--- src/nsr_pkg.sv ---
// Purpose: Shared constants and types for the network status report block
// Assumes: APB slave, 32-bit data, one aligned word per register
// Notes:   Bit positions follow the status register layout
package nsr_pkg;

  localparam logic [11:0] NSR_STATUS_ADDR  = 12'h000;
  localparam logic [11:0] NSR_TXPOLL_ADDR  = 12'h004;
  localparam logic [11:0] NSR_RXPOLL_ADDR  = 12'h008;
  localparam logic [11:0] NSR_TXSTATE_ADDR = 12'h00c;

  localparam int NSR_TRANSMIT_COMPLETE_FLAG = 0;
  localparam int NSR_TRANSMIT_STOPPED_OR_STATE = 1;
  localparam int NSR_TRANSMIT_BUFFER_UNAVAILABLE_FLAG = 2;
  localparam int NSR_TXJT = 3;
  localparam int NSR_TRANSMIT_UNDERRUN_FLAG = 5;
  localparam int NSR_RECEIVE_COMPLETE_FLAG = 6;
  localparam int NSR_RECEIVE_BUFFER_UNAVAILABLE_FLAG = 7;
  localparam int NSR_RECEIVE_STOPPED_OR_STATE = 8;
  localparam int NSR_RECEIVE_WATCHDOG_FLAG = 9;
  localparam int NSR_TRANSMIT_EARLY_FLAG = 10;
  localparam int NSR_GPT  = 11;
  localparam int NSR_LCI  = 12;
  localparam int NSR_SBE  = 13;
  localparam int NSR_ERI  = 14;
  localparam int NSR_AIS  = 15;
  localparam int NSR_NIS  = 16;
  localparam int NSR_RXST_LO = 17;
  localparam int NSR_TXST_LO = 20;
  localparam int NSR_BET_LO  = 23;

  localparam logic [15:0] NSR_FLAG_MASK = 16'h7fef;
  localparam logic [15:0] NSR_NORM_MASK = 16'h0045;
  localparam logic [15:0] NSR_ABN_MASK  = 16'h2faa;
  localparam logic [15:0] NSR_FLAG_RST  = 16'h0000;
  localparam logic [2:0]  NSR_BET_RST   = 3'h0;

  localparam logic [2:0] NSR_BET_PARITY = 3'h0;
  localparam logic [2:0] NSR_BET_MABORT = 3'h1;
  localparam logic [2:0] NSR_BET_SABORT = 3'h2;

  // Process state codes as they appear in the status word
  localparam logic [2:0] NSR_ST_STOP  = 3'h0;
  localparam logic [2:0] NSR_ST_FETCH = 3'h1;
  localparam logic [2:0] NSR_ST_C2    = 3'h2;
  localparam logic [2:0] NSR_ST_MOVE  = 3'h3;
  localparam logic [2:0] NSR_ST_CLOWN = 3'h4;
  localparam logic [2:0] NSR_ST_C5    = 3'h5;
  localparam logic [2:0] NSR_ST_C6    = 3'h6;
  localparam logic [2:0] NSR_ST_C7    = 3'h7;

  typedef struct packed {
    logic tx_complete;
    logic tx_stopped;
    logic tx_buf_unavail;
    logic tx_jabber;
    logic tx_underrun;
    logic rx_complete;
    logic rx_buf_unavail;
    logic rx_stopped;
    logic rx_watchdog;
    logic tx_early;
    logic timer_expired;
    logic link_change;
    logic bus_error;
    logic early_receive;
  } nsr_event_s;

endpackage

--- src/nsr_status.sv ---
// Purpose: Network status report register with event flags, summaries and process states
// Assumes: Engines give one-cycle event pulses and 3-bit state codes on SYS_CLK
// Notes:   Flags clear by writing one; an event in the clearing cycle wins
//
// How it works
// - Transmit state shows 010 setup, 011 data move
// - Transmit state 100,101,110,111 close/wait/end/suspend
// - Receive state 000..011 stop/fetch/wait/move
// - Receive state 100..111 clear/status/suspend/purge
// - Normal summary from tx complete, tx unavail, rx complete
// - Abnormal summary from the nine abnormal flags
// - Early receive event sets its flag
// - Bus error sets flag, records error type
// - Link status change sets its flag
// - Timer expiry sets its flag
// - Full packet in FIFO sets transmit early
// - Transmit complete clears transmit early flag
// - Receive watchdog expiry sets its flag
// - Receive stop entry sets its flag
// - Frame written to host sets receive complete
// - Underrun sets flag, suspends, marks descriptor
// - Jabber sets flag, stops, marks descriptor
// - Host-owned transmit descriptor sets unavailable, suspends
// - Transmit stop entry sets its flag
// - Frame sent with status sets transmit complete
// - Poll write makes engine poll descriptor
// - Error type 000 parity, 001 master, 010 slave
`timescale 1ns/1ps
`default_nettype none

module nsr_status
(
  input  wire logic              SYS_CLK,
  input  wire logic              RESETN,
  input  wire logic              PSEL,
  input  wire logic              PENABLE,
  input  wire logic              PWRITE,
  input  wire logic [11:0]       PADDR,
  input  wire logic [31:0]       PWDATA,
  input  wire logic [3:0]        PSTRB,
  output logic [31:0]            PRDATA,
  output logic                   PREADY,
  output logic                   PSLVERR,
  input  wire nsr_pkg::nsr_event_s EVENTS,
  input  wire logic [2:0]        BUS_ERROR_TYPE,
  input  wire logic [2:0]        TX_ENGINE_STATE,
  input  wire logic [2:0]        RX_ENGINE_STATE,
  output logic                   TX_POLL_DEMAND,
  output logic                   RX_POLL_DEMAND,
  output logic                   TX_SUSPEND_REQ,
  output logic                   TX_STOP_REQ,
  output logic                   RX_SUSPEND_REQ,
  output logic                   TX_DESC_UNDERRUN_ERROR,
  output logic                   TX_DESC_JABBER_TIMEOUT
);
  import nsr_pkg::*;

  ////////////////////////////////////////////////////////////////////////////
  // Layout checks

  // The status word is packed from fixed positions; a package edit that
  // moves one field onto another would corrupt reads silently, so refuse it
  if (NSR_AIS != NSR_ERI + 1 || NSR_NIS != NSR_AIS + 1)
  begin : g_bad_summary
    $error("Summary bits must follow the event flags");
  end

  if (NSR_RXST_LO != NSR_NIS + 1 || NSR_TXST_LO != NSR_RXST_LO + 3)
  begin : g_bad_state
    $error("Process state fields must follow the summary bits");
  end

  if (NSR_BET_LO != NSR_TXST_LO + 3 || NSR_BET_LO + 3 > 32)
  begin : g_bad_type
    $error("Error type field misplaced");
  end

  if ((NSR_NORM_MASK & NSR_ABN_MASK) != 16'h0000)
  begin : g_bad_split
    $error("A flag cannot feed both summaries");
  end

  if (((NSR_NORM_MASK | NSR_ABN_MASK) & ~NSR_FLAG_MASK) != 16'h0000)
  begin : g_bad_cover
    $error("Summaries may only read latched flag bits");
  end

  if (NSR_FLAG_MASK[NSR_AIS])
  begin : g_bad_flags
    $error("Flag mask reaches the summary bits");
  end

  ////////////////////////////////////////////////////////////////////////////
  // Helpers

  // One compare for every register decode, so all offsets match the same way
  function automatic logic reg_hit
  (
    input logic [11:0] addr,
    input logic [11:0] target
  );
    return addr == target;
  endfunction

  // Assemble the readable word; summary bits are derived, never stored,
  // so a host write can never leave a summary out of step with its flags
  function automatic logic [31:0] pack_status
  (
    input logic [15:0] flags,
    input logic        abn,
    input logic        norm,
    input logic [2:0]  rx_st,
    input logic [2:0]  tx_st,
    input logic [2:0]  err_type
  );
    logic [31:0] w;
    w                                  = 32'h0000_0000;
    w[15:0]                            = flags;
    w[NSR_AIS]                         = abn;
    w[NSR_NIS]                         = norm;
    w[NSR_RXST_LO+2:NSR_RXST_LO]       = rx_st;
    w[NSR_TXST_LO+2:NSR_TXST_LO]       = tx_st;
    w[NSR_BET_LO+2:NSR_BET_LO]         = err_type;
    return w;
  endfunction

  ////////////////////////////////////////////////////////////////////////////
  // APB decode

  // Every access completes in its first access cycle, so PREADY never drops.
  // Poll demands reach the engines one cycle after the access edge.

  logic        wr_en;
  logic        rd_en;
  logic        hit_status;
  logic        hit_txpoll;
  logic        hit_rxpoll;
  logic        hit_txst;
  logic        mapped;
  logic [15:0] flag_r;
  logic [15:0] flag_nxt;
  logic [15:0] set_vec;
  logic [15:0] clr_vec;
  logic [2:0]  bet_r;
  logic [2:0]  tx_state_r;
  logic [2:0]  rx_state_r;
  logic        normal_sum;
  logic        abnormal_sum;
  logic [31:0] status_word;
  logic [31:0] rdata_nxt;

  assign wr_en      = PSEL && PENABLE && PWRITE;
  assign rd_en      = PSEL && PENABLE && !PWRITE;
  assign hit_status = reg_hit(PADDR, NSR_STATUS_ADDR);
  assign hit_txpoll = reg_hit(PADDR, NSR_TXPOLL_ADDR);
  assign hit_rxpoll = reg_hit(PADDR, NSR_RXPOLL_ADDR);
  assign hit_txst   = reg_hit(PADDR, NSR_TXSTATE_ADDR);
  assign mapped     = hit_status || hit_txpoll || hit_rxpoll || hit_txst;
  // Zero-wait slave; unmapped addresses answer with an error
  assign PREADY     = 1'b1;
  assign PSLVERR    = PSEL && PENABLE && !mapped;

  ////////////////////////////////////////////////////////////////////////////
  // Event flags

  // Each engine event is a one-cycle pulse that latches its flag until the
  // host writes a one to it (transmit early also clears on transmit complete); a pulse in the host clearing cycle still lands.
  always_comb
  begin
    set_vec           = 16'h0000;
    set_vec[NSR_TRANSMIT_COMPLETE_FLAG] = EVENTS.tx_complete;
    set_vec[NSR_TRANSMIT_STOPPED_OR_STATE] = EVENTS.tx_stopped;
    set_vec[NSR_TRANSMIT_BUFFER_UNAVAILABLE_FLAG] = EVENTS.tx_buf_unavail;
    set_vec[NSR_TXJT] = EVENTS.tx_jabber;
    set_vec[NSR_TRANSMIT_UNDERRUN_FLAG] = EVENTS.tx_underrun;
    set_vec[NSR_RECEIVE_COMPLETE_FLAG] = EVENTS.rx_complete;
    set_vec[NSR_RECEIVE_BUFFER_UNAVAILABLE_FLAG] = EVENTS.rx_buf_unavail;
    set_vec[NSR_RECEIVE_STOPPED_OR_STATE] = EVENTS.rx_stopped;
    set_vec[NSR_RECEIVE_WATCHDOG_FLAG] = EVENTS.rx_watchdog;
    set_vec[NSR_TRANSMIT_EARLY_FLAG] = EVENTS.tx_early;
    set_vec[NSR_GPT]  = EVENTS.timer_expired;
    set_vec[NSR_LCI]  = EVENTS.link_change;
    set_vec[NSR_SBE]  = EVENTS.bus_error;
    set_vec[NSR_ERI]  = EVENTS.early_receive;
  end

  // Only the low byte lanes carry flag bits
  assign clr_vec = (wr_en && hit_status) ?
                   (PWDATA[15:0] & {{8{PSTRB[1]}}, {8{PSTRB[0]}}} & NSR_FLAG_MASK) :
                   16'h0000;

  always_comb
  begin
    flag_nxt = (flag_r & ~clr_vec) | set_vec;
    // Completion retires the early notice; a same-cycle early event still loses
    if (EVENTS.tx_complete)
    begin
      flag_nxt[NSR_TRANSMIT_EARLY_FLAG] = 1'b0;
    end
  end

  always_ff @(posedge SYS_CLK or negedge RESETN)
  begin
    if (!RESETN)
      flag_r <= NSR_FLAG_RST;
    else
      flag_r <= flag_nxt & NSR_FLAG_MASK;
  end

  // Type is captured with each error so it stays valid while the flag is set
  always_ff @(posedge SYS_CLK or negedge RESETN)
  begin
    if (!RESETN)
      bet_r <= NSR_BET_RST;
    else if (EVENTS.bus_error)
      bet_r <= BUS_ERROR_TYPE;
  end

  assign normal_sum   = |(flag_r & NSR_NORM_MASK);
  assign abnormal_sum = |(flag_r & NSR_ABN_MASK);

  ////////////////////////////////////////////////////////////////////////////
  // Process state fields

  // The engine codes are copied straight through; one register stage keeps
  // the read path off the engines' own state logic, at one cycle of lag.
  always_ff @(posedge SYS_CLK or negedge RESETN)
  begin
    if (!RESETN)
    begin
      tx_state_r <= NSR_ST_STOP;
      rx_state_r <= NSR_ST_STOP;
    end
    else
    begin
      tx_state_r <= TX_ENGINE_STATE;
      rx_state_r <= RX_ENGINE_STATE;
    end
  end

  always_comb
  begin
    status_word = pack_status(flag_r, abnormal_sum, normal_sum, rx_state_r, tx_state_r, bet_r);
  end

  always_comb
  begin
    rdata_nxt = 32'h0000_0000;
    if (hit_status)
      rdata_nxt = status_word;
    else if (hit_txst)
      rdata_nxt = {29'h0000_0000, tx_state_r};
  end

  // Read data stands only in a read access cycle and is zero otherwise,
  // so an idle bus never shows a stale status word
  assign PRDATA = (rd_en) ? rdata_nxt : 32'h0000_0000;

  ////////////////////////////////////////////////////////////////////////////
  // Poll demands and engine control

  // These are plain requests to the engines; the engines make the actual
  // state change and report it back through the state codes above.
  always_ff @(posedge SYS_CLK or negedge RESETN)
  begin
    if (!RESETN)
    begin
      TX_POLL_DEMAND <= 1'b0;
      RX_POLL_DEMAND <= 1'b0;
    end
    else
    begin
      TX_POLL_DEMAND <= wr_en && hit_txpoll;
      RX_POLL_DEMAND <= wr_en && hit_rxpoll;
    end
  end

  // Suspend requests hold until a poll (or new frame for receive) restarts
  always_ff @(posedge SYS_CLK or negedge RESETN)
  begin
    if (!RESETN)
      TX_SUSPEND_REQ <= 1'b0;
    else if (EVENTS.tx_buf_unavail || EVENTS.tx_underrun)
      TX_SUSPEND_REQ <= 1'b1;
    else if (wr_en && hit_txpoll)
      TX_SUSPEND_REQ <= 1'b0;
  end

  always_ff @(posedge SYS_CLK or negedge RESETN)
  begin
    if (!RESETN)
      RX_SUSPEND_REQ <= 1'b0;
    else if (EVENTS.rx_buf_unavail)
      RX_SUSPEND_REQ <= 1'b1;
    else if ((wr_en && hit_rxpoll) || EVENTS.rx_complete)
      RX_SUSPEND_REQ <= 1'b0;
  end

  always_ff @(posedge SYS_CLK or negedge RESETN)
  begin
    if (!RESETN)
    begin
      TX_STOP_REQ            <= 1'b0;
      TX_DESC_UNDERRUN_ERROR <= 1'b0;
      TX_DESC_JABBER_TIMEOUT <= 1'b0;
    end
    else
    begin
      TX_STOP_REQ            <= EVENTS.tx_jabber;
      TX_DESC_UNDERRUN_ERROR <= EVENTS.tx_underrun;
      TX_DESC_JABBER_TIMEOUT <= EVENTS.tx_jabber;
    end
  end

endmodule

`default_nettype wire

--- config.mk ---
export PLATFORM = sky130hd
export DESIGN_NAME = nsr_status
export DESIGN_NICKNAME = d
export VERILOG_FILES = /design/src/nsr_pkg.sv /design/src/nsr_status.sv
export SDC_FILE = /design/constraint.sdc
export NUM_CORES = 1
export LEC_CHECK = 0
export BUFFER_PORTS_ARGS = -buffer_cell sky130_fd_sc_hd__buf_4
export CORE_MARGIN = 8
export CORE_UTILIZATION = 35
export CTS_CLUSTER_DIAMETER = 60
export DETAILED_ROUTE_END_ITERATION = 12
export HOLD_SLACK_MARGIN = 0.06
export PLACE_DENSITY_LB_ADDON = 0.08
export SETUP_SLACK_MARGIN = 0.5
export SLEW_MARGIN = 5
export SYNTH_ARGS = -nofsm -noshare
export SYNTH_HDL_FRONTEND = slang
export SYNTH_SLANG_ARGS = --single-unit
--- constraint.sdc ---
create_clock -name SYS_CLK -period 3.49 [get_ports SYS_CLK]
set_clock_uncertainty 0.15 [all_clocks]
set_input_delay 0.1745 -clock SYS_CLK [delete_from_list [all_inputs] [get_ports SYS_CLK]]
set_output_delay 0.1745 -clock SYS_CLK [all_outputs]
set_load 0.02 [all_outputs]
* After elaboration in Yosys (flattened, before gate mapping)
Cells that the tools add are included.
** Operators by class
- Multiplexer cells :: 9
- Reductions and logical operators :: 19
- Bitwise logic cells :: 4
- Equality and inequality tests :: 3
** Operator list (number)
- $mux W32 :: 2
- $and A15 B15 Y15 :: 2
- $eq A12 B4 Y1 const B :: 2
- $mux W15 :: 1
- $not A15 Y15 :: 1
- $or A15 B15 Y15 :: 1
- $eq A12 B3 Y1 const B :: 1
- $logic_not A12 Y1 :: 1
- $reduce_or A9 Y1 :: 1
- $logic_and A1 B1 Y1 :: 7
- $logic_or A1 B1 Y1 :: 5
- $mux W1 :: 5
- $reduce_bool A2 Y1 :: 2
- $mux W3 :: 1
- $reduce_or A3 Y1 :: 1
- $logic_not A1 Y1 :: 2
** Storage, ports and cells
- Output and inout bits :: 41
- Input port bits :: 76
- Word-level logic and storage cells :: 45
- Register bits after elaboration :: 29

* Longest topological paths before layout
- Word-level depth :: 8
- Gate-level depth with buffers :: 5
- Gate-level depth less buffers :: 3

* Worst setup path before layout
No wires, ideal clock.
- Path type :: input -> output
- Start :: input PADDR[5]
- End :: output PRDATA[10]
- Stages on the path :: 4
- Arrival time :: 1.462 ns
- Path buffers :: 1
- Path slack :: 1.704 ns
- Required time :: 3.165 ns
- Path through :: nor4_2 > nand4_1 > clkbuf_1 > nor3_1
** On the way
- Word-level cells in the longest chain between the ends :: 3
** Ends and longest elaborated chain
- start, declared :: line nsr_status.sv:38 : input wire logic [11:0] PADDR,
- $logic_not A12 Y1 :: line nsr_status.sv:102 : return addr == target;
- $mux W32 :: line nsr_status.sv:249 : if (hit_status)
- $mux W32 :: line nsr_status.sv:257 : assign PRDATA = (rd_en) ? rdata_nxt : 32'h0000_0000;
- end, declared :: line nsr_status.sv:41 : output logic [31:0] PRDATA,
No other way between the ends.

* Worst setup path in the final report
- Start :: input PADDR[2]
- End :: register flag_r[10]
** On the way
- Word-level cells in the longest chain between the ends :: 7
** Ends and longest elaborated chain
- $logic_not A12 Y1 :: line nsr_status.sv:102
- $logic_and A1 B1 Y1 :: line nsr_status.sv:188 : assign clr_vec = (wr_en && hit_status) ?
- $mux W15 :: line nsr_status.sv:188
- $not A15 Y15 :: line nsr_status.sv:194 : flag_nxt = (flag_r & ~clr_vec) | set_vec;
- $and A15 B15 Y15 :: line nsr_status.sv:194
- $or A15 B15 Y15 :: line nsr_status.sv:194
- $mux W1 :: line nsr_status.sv:196 : if (EVENTS.tx_complete)
- via flag_nxt[10] :: line nsr_status.sv:141 : logic [15:0] flag_nxt;
- end signal, assigned :: line nsr_status.sv:207 : flag_r <= flag_nxt & NSR_FLAG_MASK;
- end, declared :: line nsr_status.sv:140 : logic [15:0] flag_r;
The timed path passes the listed nets, and every way through them passes these cells.
A chain may end at the register's enable or synchronous reset.

==> flow_summary.yaml <==
clock_tree:
  htreeDepth: 2
  clockRootBuffer: "clkbuf_8"
  clock_path_buffers: 2
  clkTransAtPathRegs_ns: 0.06
  clock_latency_ns: 0.27
  cts_buffers: 5
  cts_tree: "done"
  clock_sinks: 29
synth:
  netlist_top_cells_area: "dfrtp_1, inv_1, nor3_1"
  synth_top_area_share_pct: 47.1
  synthArstFlopShare_pct: 100
  synth_cell_types: 25
  synth.avg_cell_area_sq_um: 8.71
  ys_ff_latch: 29
  yosys_warnings: 0
  synthFlopType: "dfrtp_1"
  synth_cells: 177
  synth-edff-count: 0
  synth.cell_area_sq_um: 1540
  synth_top_cell_by_area: "dfrtp_1"
  ys_seq_area_share_pct: 47.1
  yosysMostFrequentCell: "inv_1"
  synth_commonest_cells: "inv_1, dfrtp_1, nor3_1"
min_path:
  hp-start: "EVENTS[8]"
  hold-path-endpoint: "RX_SUSPEND_REQ$_DFFE_PN0P_"
  min_path_cells: 4
  min_path_type: "in2reg"
floorplanning:
  fp.dieW_microns: 82.4
  start_util_pct: 35.9
  rows: 24
  fp.dieH_microns: 82.4
  io_pins: 117
  dieArea_sq_um: 6780
  coreArea_sq_um: 4290
pwr:
  max-vdd-ir-drop_mv: 0.194
  seqPwrFrac_pct: 43.9
  switchingPower_mw: 0.188
  power.internal_mw: 0.606
  p_clk_share_pct: 37.8
  p_sw_share_pct: 23.7
  total_power_mw: 0.795
  combPwrFrac_pct: 18.3
  power_leakage_nw: 1.38
  p_per_area_nw_per_um2: 282
layout:
  drive_gt1_share_pct: 33.2
  nets: 391
  final_cells: 368
  multi_input_area_sq_um: 617
  num_antenna_cells: 0
  fillers: 385
  seq_area_sq_um: 726
  area_growth_pct: 82.7
route:
  firstDrtPassIters: 4
  via_per_inst: 4.60
  via_count: 1693
  drc_errors: 0
  final_antenna_net_count: 0
  drt_iter0_drc: 77
  wl_per_cell_microns: 14.1
  wirelength_microns: 5180
placed_design:
  hpwl_microns: 3710
  portBuffers: 88
  placed_cells: 310
  gp_congestion: 0.757
global_route:
  globalRouteTotalUtil_pct: 16.0
  first_global_vias: 1810
  grt.busiest_layer: "met2"
  grt_max_degree: 30
  met3_usage_pct: 7.03
  grt_overflow: 0
  met2_usage_pct: 25.4
  met1_usage_pct: 18.8
  antenna_found_initial: 0
  grt_pass1_wl_microns: 8360
sta:
  min_period_over_period_pct: 73.4
  period_needed_ns: 2.56
  whs_ns: 0.0808
  drv_slew: 0
  relSlewSlack_pct: 65.6
  rsz0062_at_grt: "no"
  setup_viol: 0
  fin_setup_tns_ns: 0
  max_freq_mhz: 390
  hold_viol: 0
  worst_pin_slew_ns: 0.512
worst_setup_path:
  critPathKind: "in2reg"
  startpoint_type: "input port"
  r2r-end: "flag_r[1]$_DFF_PN0_"
  r2r-start: "flag_r[1]$_DFF_PN0_"
  path_max_fanout: 10
  cp_data_required_time_ns: 3.50
  rrSetupSlack_ns: 2.09
  end_kind: "register"
  reg2reg_depth: 3
  arrival_ns: 2.57
outcome:
  status: "finished clean"
flow_run:
  cap_violations: 0
[state kept, by name (all words and copies together) (netlist names)]
| signal | flops |
|---|---|
| TX_STOP_REQ | 1 |
| bet_r | 3 |
| RX_POLL_DEMAND | 1 |
| flag_r | 14 |
| TX_DESC_UNDERRUN_ERROR | 1 |
| TX_POLL_DEMAND | 1 |
| rx_state_r | 3 |
| tx_state_r | 3 |
| TX_SUSPEND_REQ | 1 |
| RX_SUSPEND_REQ | 1 |
[power groups by stage]
stage                     Combinational, mW  Sequential [mW]  Clock (mW)
after global placement                0.108            0.355           0
final                                 0.145            0.349       0.301
after CTS                             0.145            0.349       0.311
after detailed placement              0.110            0.355           0
after global routing                  0.160            0.350       0.332
after floorplan                      0.0426            0.357           0
[stage by stage]
step | cell area [sq um] | worst slack [ns] | utilization, %
floorplan | 1560 | 1.70 | -
global placement | 2210 | 1.57 | 51.6
detailed placement | 2210 | 1.59 | 51.6
CTS | 2820 | 0.907 | 65.6
global route | 2820 | 0.807 | 65.6
finish | 2820 | 0.927 | 65.6
[worst max-delay path, cell delays in order]
cell and delay [ns]:
dlygate4sd3_1 0.53, buf_4 0.17, or4bb_1 0.54, nor4_4 0.40, a311oi_1 0.16, dlygate4sd3_1 0.58
[routing by layer]
layer	up-vias	routed length, microns
met5	-	0
met4	0	63
met3	6	514
met2	70	2450
met1	759	2150
li1	858	-
[cells by family after synthesis]
kind of cell	after synthesis	synth area share [%]
flops	29	47.1
buf+inv	50	14.4
compound gates	24	9.25
simple gates	72	28.8
other cells	2	0.487
[layout make-up]
| type | instances | area share (%) |
|---|---|---|
| Clock inverter | 1 | 0.178 |
| Tap cell | 52 | 2.31 |
| Clock buffer | 7 | 3.42 |
| Multi-Input combinational cell | 104 | 21.9 |
| Inverter | 35 | 4.66 |
| Sequential cell | 29 | 25.8 |
| Timing Repair Buffer | 140 | 41.8 |
[what timing repair did]
item                                   4_1_cts  5_1_grt
setup buffers                                0        0
hold buffers                                50        0
endpoints found under the hold margin       58        0
resized for setup                            0        0
[cells in the final DEF (no fill, tap or decap), drive strengths merged]
cell type | synthesis | routed
or4 | 2 | 2
nand4 | 1 | 1
inv | 35 | 35
nand2 | 7 | 7
a311oi | 1 | 1
nor4 | 6 | 6
and4 | 1 | 1
nand3b | 1 | 1
or4bb | 3 | 3
nor2 | 16 | 16
nor3 | 25 | 25
nor4b | 3 | 3
conb | 2 | 8
nand4b | 1 | 1
dfrtp | 29 | 29
a21oi | 5 | 5
clkbuf | 6 | 7
o21ai | 3 | 3
buf | 9 | 90
dlygate4sd3 | 0 | 50
and4b | 1 | 1
a31oi | 15 | 15
nand3 | 5 | 5
clkinv | 0 | 1
[how the worst max path moves through the flow]
stage | endpoint | cells past startpoint | slack (ns) | startpoint
detailed placement | flag_r[10]$_DFF_PN0_ | 4 | 1.59 | PADDR[1]
global route | flag_r[10]$_DFF_PN0_ | 6 | 0.81 | PADDR[2]
global placement | flag_r[10]$_DFF_PN0_ | 4 | 1.57 | PADDR[1]
CTS | flag_r[10]$_DFF_PN0_ | 6 | 0.91 | PADDR[2]
finish | flag_r[10]$_DFF_PN0_ | 6 | 0.93 | PADDR[2]
floorplan | PRDATA[10] | 4 | 1.70 | PADDR[5]
Note: power is estimated with default switching activity, not from simulation.
